[src/verilog/gpd_map.svh]
// Constants of the gripper process data command decoder.
// Assumes inclusion by bare name from the package and the decoder.
`ifndef GPD_MAP_SVH
`define GPD_MAP_SVH

// Command word codes, one bit each, then their mask and the zero word
`define GPD_CMD_LOAD 16'h0001
`define GPD_CMD_STORE 16'h0002
`define GPD_CMD_CLRDIR 16'h0004
`define GPD_CMD_CAPTURE 16'h0008
`define GPD_CMD_RELEARN 16'h0080
`define GPD_CMD_OUTER 16'h0100
`define GPD_CMD_INNER 16'h0200
`define GPD_CMD_ACK 16'h8000
`define GPD_CMD_MASK 16'h838F
`define GPD_CMD_NONE 16'h0000

// Travel modes (decimal 60, 63, 70, 73, 100, 103)
`define GPD_MODE_OUT 8'h3C
`define GPD_MODE_OUT_HOLD 8'h3F
`define GPD_MODE_IN 8'h46
`define GPD_MODE_IN_HOLD 8'h49
`define GPD_MODE_UNI 8'h64
`define GPD_MODE_UNI_HOLD 8'h67

// Recipe and force ranges
`define GPD_RECIPE_LIVE 8'h00
`define GPD_RECIPE_MAX 8'h20
`define GPD_RECIPE_SLOTS 32
`define GPD_FORCE_MIN 8'h01
`define GPD_FORCE_MAX 8'h04

// Reset values of the active data set
`define GPD_RST_MODE 8'h3C
`define GPD_RST_FORCE 8'h01
`define GPD_RST_WINDOW 8'h00
`define GPD_RST_TARGET 16'h0000

// Current hold after a move
`define GPD_HOLD_MS 500
`define GPD_CLK_KHZ 20000
`define GPD_HOLD_CYCLES (`GPD_HOLD_MS * `GPD_CLK_KHZ)

`endif

[src/verilog/gpd_pkg.sv]
// Types of the gripper process data command decoder.
// Assumes gpd_map.svh is on the include path.
`include "gpd_map.svh"

package gpd_pkg;

  typedef enum logic [3:0] {
    ST_IDLE = 4'h1,
    ST_MOVE = 4'h2,
    ST_HOLD = 4'h4,
    ST_RELEARN = 4'h8
  } gpd_state_t;

endpackage

[src/verilog/gpd_command_decoder.sv]
// Command decoder for cyclic output process data of a two-jaw gripper.
// Assumes process data fields are synchronous to clock and held stable.
`timescale 1ns/10ps
`include "gpd_map.svh"
module gpd_command_decoder
  import gpd_pkg::*;
#(
  parameter int FAULTS = 8,
  parameter logic [FAULTS-1:0] RESETTABLE = 8'h7F,
  parameter bit REDUCED = 1'b0,
  parameter int HOLD_CYCLES = `GPD_HOLD_CYCLES
) (
  // Clock and reset
  input wire logic clock,
  input wire logic sys_rst,
  // Cyclic process data from the controller
  input wire logic [15:0] commandWord,
  input wire logic [7:0] travelModeSelect,
  input wire logic [7:0] recipeNumber,
  input wire logic [7:0] positionWindow,
  input wire logic [7:0] forceLevel,
  input wire logic [15:0] expectedPartPosition,
  // Mechanics feedback
  input wire logic [15:0] actualPosition,
  input wire logic moveDone,
  input wire logic relearnDone,
  input wire logic partLost,
  input wire logic [FAULTS-1:0] faultEvent,
  // Status toward the controller
  output logic datasetTakenFlag,
  output logic dirOuterFlag,
  output logic dirInnerFlag,
  output logic errorFlag,
  output logic partInWindow,
  output logic partLostMsg,
  output logic [FAULTS-1:0] faultState,
  // Drive control
  output logic moveOuter,
  output logic moveInner,
  output logic forceControlled,
  output logic currentHold,
  output logic relearnBusy,
  // Active data set
  output logic [7:0] activeMode,
  output logic [7:0] activeForce,
  output logic [7:0] activeWindow,
  output logic [15:0] activeTarget
);
  localparam int SLOTS = `GPD_RECIPE_SLOTS;
  gpd_state_t state, next_state;
  logic [15:0] lastCmd;
  logic [23:0] holdCount, next_holdCount;
  logic next_datasetTakenFlag, next_dirOuterFlag, next_dirInnerFlag;
  logic next_partInWindow, next_partLostMsg, next_moveOuter, next_moveInner;
  logic next_forceControlled, next_currentHold, next_relearnBusy;
  logic [FAULTS-1:0] next_faultState;
  logic [7:0] next_activeMode, next_activeForce, next_activeWindow;
  logic [15:0] next_activeTarget;
  // Recipe store; a slot only loads after it has been written once
  logic [7:0] memMode [SLOTS];
  logic [7:0] memForce [SLOTS];
  logic [7:0] memWindow [SLOTS];
  logic [15:0] memTarget [SLOTS];
  logic [SLOTS-1:0] slotUsed, next_slotUsed;
  logic storeWe, captureWe, cmdNew, cmdOk, fire, recipeOk, recipeLive;
  logic [4:0] slot;
  logic [15:0] posDiff;
  function automatic logic modeLegal(input logic [7:0] m);
    case (m)
      `GPD_MODE_OUT, `GPD_MODE_IN, `GPD_MODE_UNI: modeLegal = 1'b1;
      `GPD_MODE_OUT_HOLD, `GPD_MODE_IN_HOLD, `GPD_MODE_UNI_HOLD:
        modeLegal = !REDUCED;
      default: modeLegal = 1'b0;
    endcase
  endfunction
  function automatic logic forceLegal(input logic [7:0] f);
    forceLegal = f >= `GPD_FORCE_MIN && f <= `GPD_FORCE_MAX;
  endfunction
  always_comb begin
    // Commands act once, on the cycle the word takes a new value
    cmdNew = commandWord != lastCmd;
    cmdOk = commandWord != `GPD_CMD_NONE
      && (commandWord & (commandWord - 16'h0001)) == 16'h0000
      && (commandWord & ~`GPD_CMD_MASK) == 16'h0000;
    fire = cmdNew && cmdOk;
    recipeLive = recipeNumber == `GPD_RECIPE_LIVE;
    recipeOk = !recipeLive && recipeNumber <= `GPD_RECIPE_MAX;
    slot = recipeOk ? 5'(recipeNumber - 8'h01) : 5'h00;
    posDiff = actualPosition >= activeTarget ? actualPosition - activeTarget
      : activeTarget - actualPosition;
  end
  always_comb begin
    next_state = state;
    next_holdCount = holdCount;
    next_datasetTakenFlag = datasetTakenFlag;
    next_dirOuterFlag = dirOuterFlag;
    next_dirInnerFlag = dirInnerFlag;
    next_partLostMsg = partLostMsg;
    next_faultState = faultState;
    next_moveOuter = moveOuter;
    next_moveInner = moveInner;
    next_forceControlled = forceControlled;
    next_currentHold = currentHold;
    next_relearnBusy = relearnBusy;
    next_activeMode = activeMode;
    next_activeForce = activeForce;
    next_activeWindow = activeWindow;
    next_activeTarget = activeTarget;
    next_slotUsed = slotUsed;
    storeWe = 1'b0;
    captureWe = 1'b0;
    next_partInWindow = {8'h00, activeWindow} >= posDiff;
    if (commandWord == `GPD_CMD_NONE) begin
      next_datasetTakenFlag = 1'b0;
    end
    if (fire) begin
      case (commandWord)
        `GPD_CMD_LOAD: begin
          if (recipeLive) begin
            if (modeLegal(travelModeSelect)) begin
              next_activeMode = travelModeSelect;
            end
            if (forceLegal(forceLevel)) begin
              next_activeForce = forceLevel;
            end
            next_activeWindow = positionWindow;
            next_activeTarget = expectedPartPosition;
            next_datasetTakenFlag = 1'b1;
          end else if (recipeOk && slotUsed[slot]) begin
            next_activeMode = memMode[slot];
            next_activeForce = memForce[slot];
            next_activeWindow = memWindow[slot];
            next_activeTarget = memTarget[slot];
            next_datasetTakenFlag = 1'b1;
          end
        end
        `GPD_CMD_STORE: begin
          // Stored mode and force are checked so a recipe load is always legal
          if (recipeOk && modeLegal(travelModeSelect)
              && forceLegal(forceLevel)) begin
            storeWe = 1'b1;
            next_slotUsed[slot] = 1'b1;
          end
        end
        `GPD_CMD_CLRDIR: begin
          next_dirOuterFlag = 1'b0;
          next_dirInnerFlag = 1'b0;
        end
        `GPD_CMD_CAPTURE: begin
          captureWe = recipeOk && slotUsed[slot];
        end
        `GPD_CMD_RELEARN: begin
          if (state == ST_IDLE) begin
            next_state = ST_RELEARN;
            next_relearnBusy = 1'b1;
          end
        end
        `GPD_CMD_OUTER: begin
          // A repeat toward the flagged side waits for a direction clear
          if (!dirOuterFlag && state != ST_RELEARN) begin
            next_state = ST_MOVE;
            next_moveOuter = 1'b1;
            next_moveInner = 1'b0;
            next_currentHold = 1'b0;
            next_dirOuterFlag = 1'b1;
            next_dirInnerFlag = 1'b0;
            next_forceControlled = activeMode != `GPD_MODE_OUT
              && activeMode != `GPD_MODE_OUT_HOLD;
          end
        end
        `GPD_CMD_INNER: begin
          if (!dirInnerFlag && state != ST_RELEARN) begin
            next_state = ST_MOVE;
            next_moveInner = 1'b1;
            next_moveOuter = 1'b0;
            next_currentHold = 1'b0;
            next_dirInnerFlag = 1'b1;
            next_dirOuterFlag = 1'b0;
            next_forceControlled = activeMode != `GPD_MODE_IN
              && activeMode != `GPD_MODE_IN_HOLD;
          end
        end
        `GPD_CMD_ACK: begin
          next_faultState = faultState & ~RESETTABLE;
          next_partLostMsg = 1'b0;
        end
        default: ;
      endcase
    end
    case (state)
      ST_IDLE: ;
      ST_MOVE: begin
        // Part loss is only reported; the jaws keep going to the end
        if (partLost) begin
          next_partLostMsg = 1'b1;
        end
        if (moveDone && next_state == ST_MOVE) begin
          next_moveOuter = 1'b0;
          next_moveInner = 1'b0;
          if ((moveInner && activeMode == `GPD_MODE_OUT_HOLD)
              || (moveOuter && activeMode == `GPD_MODE_IN_HOLD)
              || activeMode == `GPD_MODE_UNI_HOLD) begin
            next_state = ST_HOLD;
            next_currentHold = 1'b1;
            next_holdCount = 24'(HOLD_CYCLES - 1);
          end else begin
            next_state = ST_IDLE;
          end
        end
      end
      ST_HOLD: begin
        if (next_state == ST_HOLD) begin
          if (holdCount == 24'h000000) begin
            next_state = ST_IDLE;
            next_currentHold = 1'b0;
          end else begin
            next_holdCount = holdCount - 24'h000001;
          end
        end
      end
      ST_RELEARN: begin
        if (relearnDone) begin
          next_state = ST_IDLE;
          next_relearnBusy = 1'b0;
        end
      end
      default: begin
        next_state = ST_IDLE;
      end
    endcase
    // A fault arriving together with an acknowledge stays set
    next_faultState = next_faultState | faultEvent;
  end
  always_ff @(posedge clock) begin
    if (sys_rst) begin
      state <= ST_IDLE;
      lastCmd <= `GPD_CMD_NONE;
      holdCount <= 24'h000000;
      datasetTakenFlag <= 1'b0;
      dirOuterFlag <= 1'b0;
      dirInnerFlag <= 1'b0;
      errorFlag <= 1'b0;
      partInWindow <= 1'b0;
      partLostMsg <= 1'b0;
      faultState <= '0;
      moveOuter <= 1'b0;
      moveInner <= 1'b0;
      forceControlled <= 1'b0;
      currentHold <= 1'b0;
      relearnBusy <= 1'b0;
      activeMode <= `GPD_RST_MODE;
      activeForce <= `GPD_RST_FORCE;
      activeWindow <= `GPD_RST_WINDOW;
      activeTarget <= `GPD_RST_TARGET;
      slotUsed <= '0;
    end else begin
      state <= next_state;
      lastCmd <= commandWord;
      holdCount <= next_holdCount;
      datasetTakenFlag <= next_datasetTakenFlag;
      dirOuterFlag <= next_dirOuterFlag;
      dirInnerFlag <= next_dirInnerFlag;
      errorFlag <= |next_faultState;
      partInWindow <= next_partInWindow;
      partLostMsg <= next_partLostMsg;
      faultState <= next_faultState;
      moveOuter <= next_moveOuter;
      moveInner <= next_moveInner;
      forceControlled <= next_forceControlled;
      currentHold <= next_currentHold;
      relearnBusy <= next_relearnBusy;
      activeMode <= next_activeMode;
      activeForce <= next_activeForce;
      activeWindow <= next_activeWindow;
      activeTarget <= next_activeTarget;
      slotUsed <= next_slotUsed;
    end
  end
  // Recipe memory has no reset; slotUsed guards reads of empty slots
  always_ff @(posedge clock) begin
    if (storeWe) begin
      memMode[slot] <= travelModeSelect;
      memForce[slot] <= forceLevel;
      memWindow[slot] <= positionWindow;
      memTarget[slot] <= expectedPartPosition;
    end else if (captureWe) begin
      memTarget[slot] <= actualPosition;
    end
  end

  logic [23:0] holdRun;
  always_ff @(posedge clock) begin
    if (sys_rst || !currentHold) begin
      holdRun <= 24'h000000;
    end else begin
      holdRun <= holdRun + 24'h000001;
    end
  end
endmodule

[config.mk]
export PLATFORM = sky130hd
export DESIGN_NAME = gpd_command_decoder
export DESIGN_NICKNAME = d
export VERILOG_FILES = /design/src/verilog/gpd_pkg.sv /design/src/verilog/gpd_command_decoder.sv
export VERILOG_INCLUDE_DIRS = /design/src /design/src/verilog
export SDC_FILE = /design/constraint.sdc
export NUM_CORES = 2
export LEC_CHECK = 0
export BUFFER_PORTS_ARGS = -buffer_cell sky130_fd_sc_hd__buf_2
export CORE_MARGIN = 2
export CORE_UTILIZATION = 35
export CTS_CLUSTER_SIZE = 10
export DETAILED_ROUTE_END_ITERATION = 8
export GPL_TIMING_DRIVEN = 0
export SLEW_MARGIN = 5
export SYNTH_ARGS = -nofsm -noshare
export SYNTH_HDL_FRONTEND = slang
export SYNTH_SLANG_ARGS = --single-unit
[constraint.sdc]
create_clock -name clock -period 5.6 [get_ports clock]
set_input_delay 0 -clock clock [delete_from_list [all_inputs] [get_ports clock]]
set_output_delay 0 -clock clock [all_outputs]
set_load 0.01 [all_outputs]
==> results.md <==
- Final setup skew: 0.01904 ns
- Final setup fails: 3
- Die Wd: 400.7 um
- Hold path startpoint: actualPosition[14]
- Initial Util: 35.27%
- Critical-path maximum fanout: 10
- Pre-CTS setup slack: -0.5922 ns
- Startpoint Class: input port
- Max-slew violations: 0
- Synthesized area per cell: 14.90 sq um
- F_max: 173.7 MHz
- Ranking of synthesized cells by area: edfxtp_1 70%, a222oi_1 5.5%, dfxtp_1 4.9%, a21oi_1 3.3%, nand2_1 2.7%
- Avg WL per Cell: 30.93 um
- Clk Latency, worst-skew pair: 0.79 ns
- Synth Warn #: 0
- Ys async rst share: 0%
- Power Density: 333.0 nW/um^2
- Via density: 6.071
- 1st-iter DRT viols: 7254
- Crit-path slowest cell: clkbuf_1
- R2R depth: 19
- Worst R2R Setup Slack: 0.54 ns
- Initial antenna violation count: 9
- Final HPWL DP: 126.8 mm
- Max VDD drop: 308.5 uV
- DIE AREA: 160600 sq um
- Final design area excluding fillers: 65880 sq um
- WHS: 0.02735 ns
- RSZ-0062 raised after global routing: false
- Post-route core utilization: 42.18%
- Clk sink count: 1415
- TritonCTS clock tree: done
- DRC: 7
- Ys flop type: edfxtp_1
- Drt first pass iters: 9
- Area growth syn-to-layout: 19.59%
- WP data required: 6.26 ns
- Pin count of the biggest net entering global routing: 38
- Chip Height: 400.7 um
- GR Util All Layers: 23.67%
- Yosys top cell by area: edfxtp_1
- Setup tns final: -0.2832 ns
- Filler cells: 13990
- Setup CP Type: input port to flip-flop
- Worst-Margin Slew: 1.450 ns
- Sequential fraction of the synthesis area: 74.68%
- Post-synth net total: 3832
- EDFF count, synth: 1280
- Failing checks: design-rule violations, negative setup slack
- Hold Crit Endpoint: memTarget[8][14]
- Via count: 38340
- Core area: 156200 sq um
- Synth Cell Area: 55090 sq um
- Row count: 145
- Hold Crit Class: input port to flip-flop
- Synthesized flop and latch total: 1415
- Area fraction of the dominant cell type after synthesis: 69.77%
- Final hold vios: 0
- I/O Pins: 152
- Final nets: 4319
- Routability congestion estimate from global placement: 0.9118
- Min Tclk post-route: 5.758 ns
- Number of max-cap violations: 0
- Leakage: 21.33 nW
- Critical Path, Cell by Cell: buf_2 -> clkbuf_1 -> inv_1 -> ha_1 -> nor4b_4 -> mux2_2 -> buf_4 -> nand4_1 -> clkbuf_1 -> clkbuf_1 -> a21oi_1 -> nor4_1 -> a21oi_1 -> a21oi_1 -> o2bb2ai_1
- Slew headroom: 3.360%
- Routed WL: 195.4 mm
- Crit-path max cell delay: 1.12 ns
- Routed Antenna Nets: 0
- Post-synth cell types: 86
- CP arrival: 6.42 ns
- H-Tree Level Count: 4
- Vias in the first global route: 36490
- Total power: 21.94 mW
- GRT overflow: 0
- Terminus of the critical flop-to-flop path: partInWindow
- Layout Cells excl Fill: 6316
- Clock slew seen by the registers of the worst setup and hold paths: 0.06 ns
- Placed Area: 60120 sq um
- Post-route setup slack: -0.1583 ns
- First-pass GRT wire length: 272.1 mm
- Max Root-Sink Buffers: 3
- CTS Root Cell: clkbuf_16
- Crit. End Element: flip-flop
- Hold path cells: 3
- Synth Instances: 3696
- Dpl cells: 5961
- Post-CTS setup buffer count: 0
- Tcrit/Tclk final: 102.8%
- Fraction of layout cells with a size suffix above 1: 13.75%
- Worst flop-to-flop path startpoint: activeTarget[9]
- Status: complete, but fails checks
- Clock buffer count from CTS: 161
- I/O Buffers: 147
[report_power, final]
part	switching [mW]	internal, mW
logic	0.658	0.276
clock network	4.08	5.40
registers	0.00606	11.5
total	4.75	17.2
[sequential cells by signal (all words and copies together) (netlist names), 8 cells and up]
signal and cells:
lastCmd 16, memWindow 256, activeWindow 8, holdCount 24
memMode 256, activeTarget 16, activeMode 8, memTarget 512
faultState 8, activeForce 8, memForce 256, slotUsed 32
[Yosys cell counts (61+ instances only)]
cell      instances
dfxtp_1         135
a222oi_1        301
nor2_1          153
o21ai_0          64
a21o_1           80
nor4_1           71
edfxtp_1       1280
buf_2            61
clkbuf_1        151
nand2_1         395
nand3_1          64
a21oi_1         366
[logic make-up (layout without fill, tap and decap cells)]
group                      Yosys count  in the layout  share of synthesized area (%)
AOI/OAI and AO/OA                  982            982                          12.96
xor gates and xnor gates            53             53                         0.8427
adders and majority gates           43             43                          1.004
buffers and inverters              297            854                          2.203
DFF                               1415           1415                          74.68
muxes                               26             26                         0.5746
other                                0              5                              0
and+or+nand+nor                    880            880                          7.734
[cells in the final DEF, fill, tap and decap left out, types with 70 or more instances in the layout]
master         count
a21oi_1          366
edfxtp_1        1280
clkbuf_16        166
a222oi_1         301
a21o_1            80
nor2_1            89
nor4_1            70
nand2_1          395
buf_2            208
dfxtp_1          135
clkbuf_1         195
dlygate4sd3_1    116
[layer usage]
metal / vias to the layer above / track usage [%] / share of wire [%] / routed length [um]
met4: 4 / 11.44 / 5.0 / 9704
met3: 461 / 6.002 / 12 / 24170
met1: 19370 / 31.33 / 38 / 73320
met2: 2735 / 36.36 / 45 / 88140
li1: 15770 / - / - / -
met5: - / 0 / 0.012 / 24
[worst max-delay path: cells and delay by family]
kind	cells	cell delay [ns]
buffers and inverters	6	3.07
AND/OR/NAND/NOR	3	1.49
AO/OA/AOI/OAI	4	1.03
multiplexers	1	0.44
adder cells (fa/ha/maj)	1	0.35
[final cells by class]
type	count	area (sq um)	area share, %
inverter	51	191.4	0.2906
antenna	5	12.51	0.01899
multi-input combinational	1984	13270	20.15
buffer	246	1039	1.576
tap	2058	2575	3.909
clock buffer	220	4387	6.659
sequential	1415	41140	62.45
clock inverter	13	150.1	0.2279
timing repair buffer	324	3113	4.725
[worst max path at each step]
stage | depth (start not counted) | endpoint | from | slack (ns)
floorplan | 13 | memTarget[0][0] | recipeNumber[0] | 1.23
global placement | 12 | memWindow[4][6] | recipeNumber[0] | -2.58
detailed placement | 15 | activeWindow[0] | recipeNumber[0] | -0.59
CTS | 16 | activeTarget[12] | recipeNumber[0] | 0.18
global route | 15 | activeWindow[0] | recipeNumber[0] | 0.01
finish | 15 | activeTarget[13] | recipeNumber[0] | -0.16
[timing repair]
action,CTS,global route
endpoints found under the setup margin,0,3
hold buffers,116,0
resized for setup,0,17
endpoints found under the hold margin,1339,0
(Power assumes the default switching activity.)
